`src/rtl/smbus_defines.svh`:
```
`ifndef SMBUS_DEFINES_SVH
`define SMBUS_DEFINES_SVH

// ----------------------------------------------------------------------------
// register offsets and reset values
// ----------------------------------------------------------------------------
`define CTRL_ADDR 8'hC0
`define CFG_ADDR 8'hC1
`define DATA_ADDR 8'hC2
`define CTRL_RST 8'h00
`define CFG_RST 8'h00
`define DATA_RST 8'h00

// ----------------------------------------------------------------------------
// field positions
// ----------------------------------------------------------------------------
`define CFG_ON 7
`define CFG_INH 6
`define CFG_LSH 4
`define CFG_TOE 3
`define CFG_FTE 2
`define CFG_CS_HI 1
`define CFG_CS_LO 0
`define CTRL_STA 5
`define CTRL_STO 4
`define CTRL_ACK 1
`define CTRL_SI 0

// ----------------------------------------------------------------------------
// timing counts in system clocks or source overflows, bit slots and buffer size
// ----------------------------------------------------------------------------
`define HOLD_NORM 4'h3
`define HOLD_EXT 4'hC
`define SETUP_NORM 4'h1
`define SETUP_EXT 4'hB
`define FREE_PERIODS 4'hA
`define HIGH_OVF 2'h2
`define ACK_SLOT 4'h8
`define LAST_BIT 4'h7
`define FIFO_WIDTH 8
`define FIFO_DEPTH 32

`endif

```
`src/rtl/smbus_pkg.sv`:
```
package smbus_pkg;

    // gray order along idle -> start -> low -> high, stop and restart off it
    typedef enum logic [2:0] {
        ST_IDLE = 3'h0,
        ST_START = 3'h1,
        ST_LOW = 3'h3,
        ST_HIGH = 3'h2,
        ST_STOP = 3'h6,
        ST_RSTART = 3'h7
    } phase_t;

    typedef struct packed {
        phase_t st;
        logic on;
        logic slave_silence;
        logic lsh;
        logic toe;
        logic fte;
        logic [1:0] cs;
        logic master;
        logic transmitter_flag;
        logic begin_condition_flag;
        logic halt_condition_flag;
        logic response_needed;
        logic arbitration_lost_flag;
        logic ack;
        logic si;
        logic busy;
        logic [7:0] dat;
        logic dat_wr;
        logic [3:0] bitcnt;
        logic slv;
        logic addr_ph;
        logic ignore;
        logic inh_eff;
        logic framed;
        logic [3:0] free_cnt;
        logic [1:0] ovf_cnt;
        logic [3:0] hold_cnt;
        logic [3:0] setup_cnt;
        logic scl_lo;
        logic sda_lo;
        logic [2:0] scl_s;
        logic [2:0] sda_s;
        logic [7:0] rdata;
        logic t3_rl_lo;
        logic t3_rl_hi;
        logic [7:0] rx_byte;
        logic rx_push;
    } ctl_t;

endpackage

```
`src/rtl/smbus_master_slave_control.sv`:
```
`timescale 1ns/1ns
`include "smbus_defines.svh"

// ----------------------------------------------------------------------------
// received byte buffer
// ----------------------------------------------------------------------------
module rx_fifo #(
    parameter int WIDTH = `FIFO_WIDTH,
    parameter int DEPTH = `FIFO_DEPTH
) (
    input wire logic ref_clk,
    input wire logic rst_n,
    input wire logic in_valid,
    output logic in_ready,
    input wire logic [WIDTH-1:0] in_data,
    output logic out_valid,
    input wire logic out_ready,
    output logic [WIDTH-1:0] out_data
);
    localparam int AW = $clog2(DEPTH);

    typedef struct packed {
        logic [AW:0] wptr;
        logic [AW:0] rptr;
        logic ov;
        logic [WIDTH-1:0] od;
    } fifo_t;

    fifo_t q;
    fifo_t n;
    logic [WIDTH-1:0] mem [DEPTH];
    logic [AW:0] used;
    logic push;

    if (DEPTH < 2 || (1 << AW) != DEPTH || WIDTH < 1) begin : g_chk
        $error("rx_fifo depth must be a power of two of at least 2");
    end

    assign used = q.wptr - q.rptr;
    assign in_ready = used != (AW+1)'(DEPTH);
    assign push = in_valid & in_ready;
    assign out_valid = q.ov;
    assign out_data = q.od;

    always_comb begin
        n = q;
        if (push) begin
            n.wptr = q.wptr + 1'b1;
        end
        // output stage is a register so the consumer sees a clean flop
        if ((!q.ov || out_ready) && used != '0) begin
            n.od = mem[q.rptr[AW-1:0]];
            n.ov = 1'b1;
            n.rptr = q.rptr + 1'b1;
        end else if (out_ready) begin
            n.ov = 1'b0;
        end
    end

    always_ff @(posedge ref_clk or negedge rst_n) begin
        if (!rst_n) begin
            q <= '0;
        end else begin
            q <= n;
        end
    end

    always_ff @(posedge ref_clk) begin
        if (push) begin
            mem[q.wptr[AW-1:0]] <= in_data;
        end
    end
endmodule

// ----------------------------------------------------------------------------
// control, configuration and bit engine
// ----------------------------------------------------------------------------
module smbus_master_slave_control (
    input wire logic ref_clk,
    input wire logic rst_n,
    input wire logic [7:0] sfr_addr,
    input wire logic sfr_wr,
    input wire logic sfr_rd,
    input wire logic [7:0] sfr_wdata,
    output logic [7:0] sfr_rdata,
    input wire logic scl_in,
    output logic scl_out,
    output logic scl_oe,
    input wire logic sda_in,
    output logic sda_out,
    output logic sda_oe,
    input wire logic t0_ovf,
    input wire logic t1_ovf,
    input wire logic t2h_ovf,
    input wire logic t2l_ovf,
    input wire logic timer3_split_mode,
    output logic t3_reload_lo,
    output logic t3_reload_hi,
    output logic [7:0] rx_data,
    output logic rx_valid,
    input wire logic rx_ready
);
    import smbus_pkg::*;

    smbus_pkg::ctl_t q;
    smbus_pkg::ctl_t n;
    logic ovf;
    logic scl_h;
    logic scl_p;
    logic sda_h;
    logic sda_p;
    logic start_ev;
    logic stop_ev;
    logic rise;
    logic fall;
    logic active;
    logic stall;
    logic boundary;
    logic want;
    logic fifo_in_ready;

    always_comb begin
        unique case (q.cs)
            2'h0: ovf = t0_ovf;
            2'h1: ovf = t1_ovf;
            2'h2: ovf = t2h_ovf;
            2'h3: ovf = t2l_ovf;
        endcase
    end

    // only second and third sync stages are looked at
    assign scl_h = q.scl_s[1];
    assign scl_p = q.scl_s[2];
    assign sda_h = q.sda_s[1];
    assign sda_p = q.sda_s[2];
    assign start_ev = scl_h & scl_p & sda_p & ~sda_h;
    assign stop_ev = scl_h & scl_p & ~sda_p & sda_h;
    assign rise = scl_h & ~scl_p;
    assign fall = ~scl_h & scl_p;
    assign active = q.master | q.slv;
    // stall while event pending or buffer full
    assign stall = q.si | q.rx_push;
    assign boundary = q.bitcnt == 4'h0 && q.framed;

    always_comb begin
        n = q;
        want = 1'b0;
        n.scl_s = {q.scl_s[1:0], scl_in};
        n.sda_s = {q.sda_s[1:0], sda_in};
        if (q.rx_push && fifo_in_ready) begin
            n.rx_push = 1'b0;
        end
        if (ovf && q.ovf_cnt != 2'h3) begin
            n.ovf_cnt = q.ovf_cnt + 2'h1;
        end
        if (q.hold_cnt != 4'h0) begin
            n.hold_cnt = q.hold_cnt - 4'h1;
        end
        if (q.setup_cnt != 4'h0) begin
            n.setup_cnt = q.setup_cnt - 4'h1;
        end

        // ------------------------------------------------------------------
        // register writes; hardware sets below override clears here
        // ------------------------------------------------------------------
        if (sfr_wr) begin
            if (sfr_addr == `CFG_ADDR) begin
                n.on = sfr_wdata[`CFG_ON];
                n.slave_silence = sfr_wdata[`CFG_INH];
                n.lsh = sfr_wdata[`CFG_LSH];
                n.toe = sfr_wdata[`CFG_TOE];
                n.fte = sfr_wdata[`CFG_FTE];
                n.cs = sfr_wdata[`CFG_CS_HI:`CFG_CS_LO];
            end else if (sfr_addr == `CTRL_ADDR) begin
                n.begin_condition_flag = sfr_wdata[`CTRL_STA];
                n.halt_condition_flag = sfr_wdata[`CTRL_STO];
                // written ack is the level to send
                n.ack = sfr_wdata[`CTRL_ACK];
                if (!sfr_wdata[`CTRL_SI]) begin
                    n.si = 1'b0;
                    n.arbitration_lost_flag = 1'b0;
                end
            end else if (sfr_addr == `DATA_ADDR) begin
                n.dat = sfr_wdata;
                n.dat_wr = 1'b1;
            end
        end
        if (sfr_rd) begin
            if (sfr_addr == `CTRL_ADDR) begin
                n.rdata = {q.master, q.transmitter_flag, q.begin_condition_flag, q.halt_condition_flag,
                           q.response_needed, q.arbitration_lost_flag, q.ack, q.si};
            end else if (sfr_addr == `CFG_ADDR) begin
                n.rdata = {q.on, q.slave_silence, q.busy, q.lsh, q.toe, q.fte, q.cs};
            end else if (sfr_addr == `DATA_ADDR) begin
                n.rdata = q.dat;
            end else begin
                n.rdata = 8'h00;
            end
        end

        // timer 3 held in reload while clock high
        n.t3_rl_hi = q.toe & scl_h;
        // split mode leaves low byte free
        n.t3_rl_lo = q.toe & scl_h & ~timer3_split_mode;

        if (q.on) begin
            // ---------------------------------------------------------------
            // free timeout
            // ---------------------------------------------------------------
            // both lines high over ten periods
            if (q.fte && scl_h && sda_h) begin
                if (ovf && q.free_cnt != 4'hF) begin
                    n.free_cnt = q.free_cnt + 4'h1;
                end
                if (ovf && q.free_cnt == `FREE_PERIODS && q.busy) begin
                    n.busy = 1'b0;
                    n.halt_condition_flag = 1'b1;
                    n.si = 1'b1;
                    n.slv = 1'b0;
                end
            end else begin
                n.free_cnt = 4'h0;
            end

            // ---------------------------------------------------------------
            // conditions seen on the bus
            // ---------------------------------------------------------------
            if (start_ev) begin
                n.busy = 1'b1;
                // start's own clock fall must not count as a data bit
                n.bitcnt = 4'hF;
                if (!q.master && q.st != ST_START) begin
                    n.slv = 1'b1;
                    n.addr_ph = 1'b1;
                    n.transmitter_flag = 1'b0;
                    n.framed = 1'b0;
                    // mute lifts at the next start
                    n.ignore = 1'b0;
                    n.inh_eff = q.slave_silence;
                end
            end
            if (stop_ev) begin
                n.busy = 1'b0;
                n.slv = 1'b0;
                if (q.slv && !q.addr_ph && !q.inh_eff) begin
                    n.halt_condition_flag = 1'b1;
                    n.si = 1'b1;
                end
                if (q.master && q.st != ST_STOP) begin
                    n.arbitration_lost_flag = 1'b1;
                    n.halt_condition_flag = 1'b1;
                    n.si = 1'b1;
                    n.master = 1'b0;
                    n.st = ST_IDLE;
                end
            end

            // ---------------------------------------------------------------
            // bit shifting on clock edges
            // ---------------------------------------------------------------
            if (active && boundary) begin
                n.transmitter_flag = q.dat_wr;
            end
            if (active && rise) begin
                if (q.bitcnt == 4'h0) begin
                    n.dat_wr = 1'b0;
                end
                if (q.bitcnt != `ACK_SLOT) begin
                    // msb first, first bit ends at top
                    n.dat = {q.dat[6:0], sda_h};
                    if (q.transmitter_flag && q.dat[7] && !sda_h) begin
                        n.arbitration_lost_flag = 1'b1;
                        n.si = 1'b1;
                        n.master = 1'b0;
                        n.transmitter_flag = 1'b0;
                        n.slv = 1'b1;
                        n.st = ST_IDLE;
                    end
                end else if (q.transmitter_flag) begin
                    n.ack = ~sda_h;
                end
            end
            if (active && fall) begin
                // hold time before data may change
                n.hold_cnt = q.lsh ? `HOLD_EXT : `HOLD_NORM;
                if (q.bitcnt == `LAST_BIT) begin
                    n.bitcnt = `ACK_SLOT;
                    if (!q.transmitter_flag) begin
                        n.response_needed = 1'b1;
                        n.ack = 1'b0;
                        n.rx_byte = q.dat;
                        n.rx_push = 1'b1;
                        if (q.addr_ph) begin
                            n.begin_condition_flag = 1'b1;
                        end
                        if (q.master || !q.inh_eff) begin
                            n.si = 1'b1;
                        end
                    end
                end else if (q.bitcnt == `ACK_SLOT) begin
                    n.bitcnt = 4'h0;
                    n.response_needed = 1'b0;
                    n.framed = 1'b1;
                    n.addr_ph = 1'b0;
                    if (q.transmitter_flag && (q.master || !q.inh_eff)) begin
                        n.si = 1'b1;
                    end
                    if (q.slv && q.addr_ph && (!q.ack || q.inh_eff)) begin
                        n.slv = 1'b0;
                        n.ignore = 1'b1;
                    end
                end else if (q.bitcnt == 4'hF) begin
                    n.bitcnt = 4'h0;
                end else begin
                    n.bitcnt = q.bitcnt + 4'h1;
                end
            end
            // slave holds clock low while stalled
            if (q.slv) begin
                n.scl_lo = stall & ~scl_h;
            end

            // ---------------------------------------------------------------
            // master sequencing
            // ---------------------------------------------------------------
            unique case (q.st)
                ST_IDLE: begin
                    if (q.begin_condition_flag && !q.busy && !q.master) begin
                        n.st = ST_START;
                        n.ovf_cnt = 2'h0;
                    end
                end
                ST_START: begin
                    if (q.sda_lo && q.ovf_cnt != 2'h0) begin
                        n.scl_lo = 1'b1;
                        n.st = ST_LOW;
                        n.master = 1'b1;
                        n.transmitter_flag = 1'b1;
                        n.slv = 1'b0;
                        n.si = 1'b1;
                        n.busy = 1'b1;
                        n.bitcnt = 4'hF;
                        n.framed = 1'b0;
                        n.ovf_cnt = 2'h0;
                    end
                end
                ST_LOW: begin
                    n.scl_lo = 1'b1;
                    if (!stall) begin
                        if (boundary && q.halt_condition_flag) begin
                            n.st = ST_STOP;
                        end else if (boundary && q.begin_condition_flag) begin
                            n.st = ST_RSTART;
                        end else if (q.ovf_cnt != 2'h0 && q.hold_cnt == 4'h0
                                     && q.setup_cnt == 4'h0) begin
                            n.scl_lo = 1'b0;
                            n.st = ST_HIGH;
                            n.ovf_cnt = 2'h0;
                        end
                    end
                end
                ST_HIGH: begin
                    // stretched clock restarts the high count
                    if (!scl_h) begin
                        n.ovf_cnt = 2'h0;
                    end else if (q.ovf_cnt == `HIGH_OVF) begin
                        n.scl_lo = 1'b1;
                        n.st = ST_LOW;
                        n.ovf_cnt = 2'h0;
                    end
                end
                ST_STOP: begin
                    if (!q.sda_lo || q.setup_cnt != 4'h0) begin
                        n.scl_lo = 1'b1;
                        n.ovf_cnt = 2'h0;
                    end else begin
                        n.scl_lo = 1'b0;
                        if (!scl_h) begin
                            n.ovf_cnt = 2'h0;
                        end else if (q.ovf_cnt != 2'h0) begin
                            // flag cleared as stop goes out
                            // start follows via idle if requested
                            n.halt_condition_flag = 1'b0;
                            n.master = 1'b0;
                            n.transmitter_flag = 1'b0;
                            n.framed = 1'b0;
                            n.st = ST_IDLE;
                        end
                    end
                end
                ST_RSTART: begin
                    if (q.hold_cnt == 4'h0 && !q.sda_lo && q.setup_cnt == 4'h0) begin
                        n.scl_lo = 1'b0;
                    end
                    if (scl_h && !q.scl_lo) begin
                        n.st = ST_START;
                        n.master = 1'b0;
                        n.ovf_cnt = 2'h0;
                    end
                end
                default: begin
                    n.st = ST_IDLE;
                end
            endcase

            // ---------------------------------------------------------------
            // data line drive with hold and setup timing
            // ---------------------------------------------------------------
            if (q.st == ST_START || q.st == ST_STOP) begin
                want = 1'b1;
            end else if (q.st == ST_RSTART) begin
                want = 1'b0;
            end else if (active && q.bitcnt == `ACK_SLOT) begin
                // ack level appears right after write
                want = ~q.transmitter_flag & q.ack;
            end else if (active && q.transmitter_flag) begin
                want = ~q.dat[7];
            end
            if (q.hold_cnt == 4'h0 && want != q.sda_lo) begin
                n.sda_lo = want;
                n.setup_cnt = q.lsh ? `SETUP_EXT : `SETUP_NORM;
            end
        end else begin
            n.st = ST_IDLE;
            n.master = 1'b0;
            n.slv = 1'b0;
            n.transmitter_flag = 1'b0;
            n.busy = 1'b0;
            n.scl_lo = 1'b0;
            n.sda_lo = 1'b0;
            n.bitcnt = 4'h0;
            n.framed = 1'b0;
            n.free_cnt = 4'h0;
        end
    end

    always_ff @(posedge ref_clk or negedge rst_n) begin
        if (!rst_n) begin
            q <= '0;
        end else begin
            q <= n;
        end
    end

    rx_fifo #(
        .WIDTH(`FIFO_WIDTH),
        .DEPTH(`FIFO_DEPTH)
    ) u_rx_fifo (
        .ref_clk(ref_clk),
        .rst_n(rst_n),
        .in_valid(q.rx_push),
        .in_ready(fifo_in_ready),
        .in_data(q.rx_byte),
        .out_valid(rx_valid),
        .out_ready(rx_ready),
        .out_data(rx_data)
    );

    // open drain: only ever pull low
    assign scl_out = 1'b0;
    assign sda_out = 1'b0;
    assign scl_oe = q.scl_lo;
    assign sda_oe = q.sda_lo;
    assign sfr_rdata = q.rdata;
    assign t3_reload_lo = q.t3_rl_lo;
    assign t3_reload_hi = q.t3_rl_hi;
endmodule

```
`config.mk`:
```
export PLATFORM = sky130hd
export DESIGN_NAME = smbus_master_slave_control
export DESIGN_NICKNAME = d
export VERILOG_FILES = /design/src/rtl/smbus_pkg.sv /design/src/rtl/smbus_master_slave_control.sv
export VERILOG_INCLUDE_DIRS = /design/src /design/src/rtl
export SDC_FILE = /design/constraint.sdc
export NUM_CORES = 1
export LEC_CHECK = 0
export ABC_CLOCK_PERIOD_IN_PS = 5850
export BUFFER_PORTS_ARGS = -buffer_cell sky130_fd_sc_hd__buf_4
export CORE_MARGIN = 4
export CORE_UTILIZATION = 40
export CTS_BUF_LIST = sky130_fd_sc_hd__clkbuf_4
export CTS_CLUSTER_DIAMETER = 60
export DETAILED_ROUTE_END_ITERATION = 16
export PLACE_DENSITY = 0.56
export SYNTH_ARGS = -nofsm -noshare
export SYNTH_HDL_FRONTEND = slang
export SYNTH_SLANG_ARGS = --single-unit
```
`constraint.sdc`:
```
create_clock -name ref_clk -period 5.85 [get_ports ref_clk]
set_clock_uncertainty 0.1 [all_clocks]
set_input_delay 1.17 -clock ref_clk [delete_from_list [all_inputs] [get_ports ref_clk]]
set_output_delay 1.17 -clock ref_clk [all_outputs]
set_load 0.005 [all_outputs]
```
==> results <==
- The total of buffers placed on input and output ports is 48.
- The final hold violation count is 0.
- For this run, the share of the core covered by cells in the final layout is 0.457.
- In this run the clock root is driven by a clkbuf_4.
- The area added between synthesis and finish is 12.6%.
- The global placer's final weighted congestion is 0.791.
- After detailed routing, the number of remaining DRC violations is 0.
- The number of max-slew violations in the final report is 0.
- The largest fanout of any net on the critical path is 25.
- The aggregate global routing overflow is 0.
- The library cell used most frequently in the layout, excluding fill and tap cells, is edfxtp_1.
- In this run the static leakage power is 6.95 nW.
- The number of global-route vias before repair is 9614.
- The filler cell count in the final layout is 3381.
- The initial cell density of the core is 0.406.
- The clock latency on the worst-skew pair is 0.78 ns.
- The H-tree was split into 3 levels.
- Measured against its own limit, the worst slew margin works out to 0.155.
- The net count reported at finish is 1207.
- The standard cell core area is 37800 µm².
- The mapped cell area is 15300 µm².
- The clock sink count is 354.
- The critical path required time is 6.11 ns.
- Max-cap violations in this run came to 0.
- The area used by multi-input combinational logic is 4700 µm².
- In the final layout, the share of cells above drive strength 1 is 0.230.
- The wire length after detailed routing is 37500 µm.
- Summing all flip-flop and latch instances after layout gives 10200 µm².
- Measured along the y axis, the die boundary spans 204 µm.
- Buffers inserted during clock tree synthesis total 92.
- Dividing total power by cell area gives a power density of 368 nW/µm².
- Dividing the final minimum period by the clock period gives 0.761.
- The total routing usage reported by global routing is 0.182.
- The worst setup path is captured at a flip-flop.
- The worst-case IR drop observed on VDD is 0.000174 V.
- The cell count after synthesis came out at 1078.
- Yosys printed 0 warnings.
- The horizontal die dimension is 204 µm.
- The clock passes through at most 3 buffers.
- The routed wire length per instance is 21.4 µm.
- The total placed instance area is 16000 µm².
- The type of origin of the critical path is a flip-flop.
- Subtracting the final worst setup slack from the clock period gives 4.45 ns.
- The number of design-rule violations left by the first detailed-router iteration is 841.
- In the routed layout, each cell is associated on average with a via count of 5.37.
- For this run, the top clock speed supported by timing is 225 MHz.
- At the pin with the least slew margin, the transition time is 1.26 ns.
- Detailed placement finished with a half-perimeter wire length of 23600 µm.
- The most frequently used flop master after synthesis is edfxtp_1.
- TritonCTS built the clock tree.
- The total of endpoints with negative setup slack in the final report is 0.
- The die covers 41500 µm².
- After clock tree synthesis, the clock-pin slew on the worst setup and hold paths is 0.06 ns.
- The synthesized area per cell is 14.2 µm².
- The number of search-and-repair iterations in the first detailed-routing pass is 6.
- The final-layout setup total negative slack is 0 ns.
- Of all flip-flops after synthesis, the portion carrying an async set or reset was 0.277.
- In this run, post-CTS repair resized a total of 0 instances.
- The I/O pin total is 51.
- The finished cells cover 17300 µm².
- Leaving out fill and tap cells, the most frequent cells in the layout are 256 x edfxtp_1, 146 x clkbuf_4, 89 x nor2_1.
- By startpoint and endpoint, the worst setup path is classified as flip-flop to flip-flop.
- The number of post-CTS setup repair buffers is 0.
- The classification of the worst-slack hold path is flip-flop to flip-flop.
- The via count is 9395.
- The number of antenna violations at the first check in global routing was 2.
- The number of synthesized flops with an enable pin is 256.
- Yosys mapped the design onto 62 distinct sky130hd cell types.
- The data arrival time of the critical path is 4.71 ns.
- The flow ran to the end, and the final reports show no timing, DRC or antenna violations.
- The largest net degree at the start of global routing is 58.
- Hold repair after CTS inserted 0 buffers.
- Setup repair after global routing left no endpoint under its margin.
- The standard-cell row count is 71.
- In this run, synthesis produced a sequential element count of 354.
- The wire length of the first global-routing pass is 57200 µm.
- The count of nets left with antenna violations once routing finished came out at 0.
- The share of synthesized area occupied by flip-flops and latches is 0.661.
-- flip-flops by register name, indices dropped and copies added, names as in the netlist, 4 cells and up --
signal              count
u_rx_fifo.q            12
u_rx_fifo.mem         256
sfr_rdata               8
q                      61
u_rx_fifo.out_data      8
n                       4
-- cells by family (layout without fill, tap and decap cells) --
logic type               after synthesis  count (layout)  share of synthesized area
flip-flops                           354             354                      0.661
AND/OR/NAND/NOR                      273             273                     0.0864
AO/OA/AOI/OAI                        179             179                     0.0752
buffers and inverters                103             258                     0.0323
other                                  1               5                   0.000245
adder cells (fa/ha/maj)               19              19                     0.0155
multiplexers                         128             128                      0.117
XOR/XNOR                              21              21                     0.0120
-- metrics by stage --
step                cells  hold slack (ns)  setup slack (ns)  power (mW)
global placement     1577            0.232              1.62        4.21
global route         1747            0.260             0.965        6.71
CTS                  1745            0.250              1.38        6.43
floorplan            1079            0.231              2.85        3.93
finish               1748            0.247              1.40        6.36
detailed placement   1577            0.236              1.44        4.23
-- where the power goes --
| group | switching [mW] | total (mW) | internal (mW) |
|---|---|---|---|
| registers | 0.196 | 2.96 | 2.76 |
| logic | 0.673 | 1.22 | 0.544 |
| clock network | 1.01 | 2.18 | 1.18 |
| total | 1.87 | 6.36 | 4.48 |
-- path summary, 6_finish.rpt --
check | startpoint | to | slack [ns] | cells past startpoint
setup / recovery | u_rx_fifo.q[11] | u_rx_fifo.mem[0][5] | 1.40 | 9
hold / removal | n[23] | n[24] | 0.25 | 0
setup reg to reg | u_rx_fifo.q[11] | u_rx_fifo.mem[0][5] | 1.40 | 9
hold reg to reg | n[23] | n[24] | 0.25 | 0
max in group asynchronous | rst_n | u_rx_fifo.q[9] | 4.14 | 2
min in group asynchronous | rst_n | sfr_rdata[1] | 0.30 | 1
-- cell type report --
type	count	area share
clock inverters	22	0.00718
diodes	3	0.000435
repair buffers	54	0.0235
multi-input cells	622	0.272
well taps	511	0.0370
inverters	36	0.00783
clock buffers	146	0.0635
flip-flops and latches	354	0.588
-- cells in the mapped netlist, drive strengths merged (16+ instances only) --
cell,number,area share
a21oi,48,0.016
nand3,27,0.0088
clkbuf,30,0.0073
buf,37,0.016
mux4,39,0.057
mux2,19,0.014
nor2b,18,0.0073
mux2i,70,0.046
edfxtp,256,0.50
ha,19,0.016
inv,34,0.0083
a221oi,19,0.011
o21ai,41,0.013
dfrtp,98,0.16
nor2,89,0.022
nor3,18,0.0059
nand2,64,0.017
xnor2,16,0.0091
-- per-layer routing --
| layer | part of all wire | routed length [µm] | GRT usage | vias to the layer above |
|---|---|---|---|---|
| li1 | - | - | - | 4299 |
| met1 | 0.43 | 16200 | 0.244 | 4700 |
| met2 | 0.48 | 18000 | 0.291 | 339 |
| met3 | 0.066 | 2480 | 0.0452 | 57 |
| met4 | 0.022 | 810 | 0.0614 | 0 |
| met5 | 0 | 0 | 0 | - |
-- worst max-delay path: stages (launching register included) --
cell	delay [ns]
dfrtp_1	0.79
clkinv_1	0.59
ha_1	0.50
o21ai_0	0.17
a21oi_1	0.08
a31oi_1	0.22
a2111o_1	0.20
and2_1	0.42
nand2_2	0.34
nor2_1	0.63
Note: power is estimated with default switching activity, not from simulation.
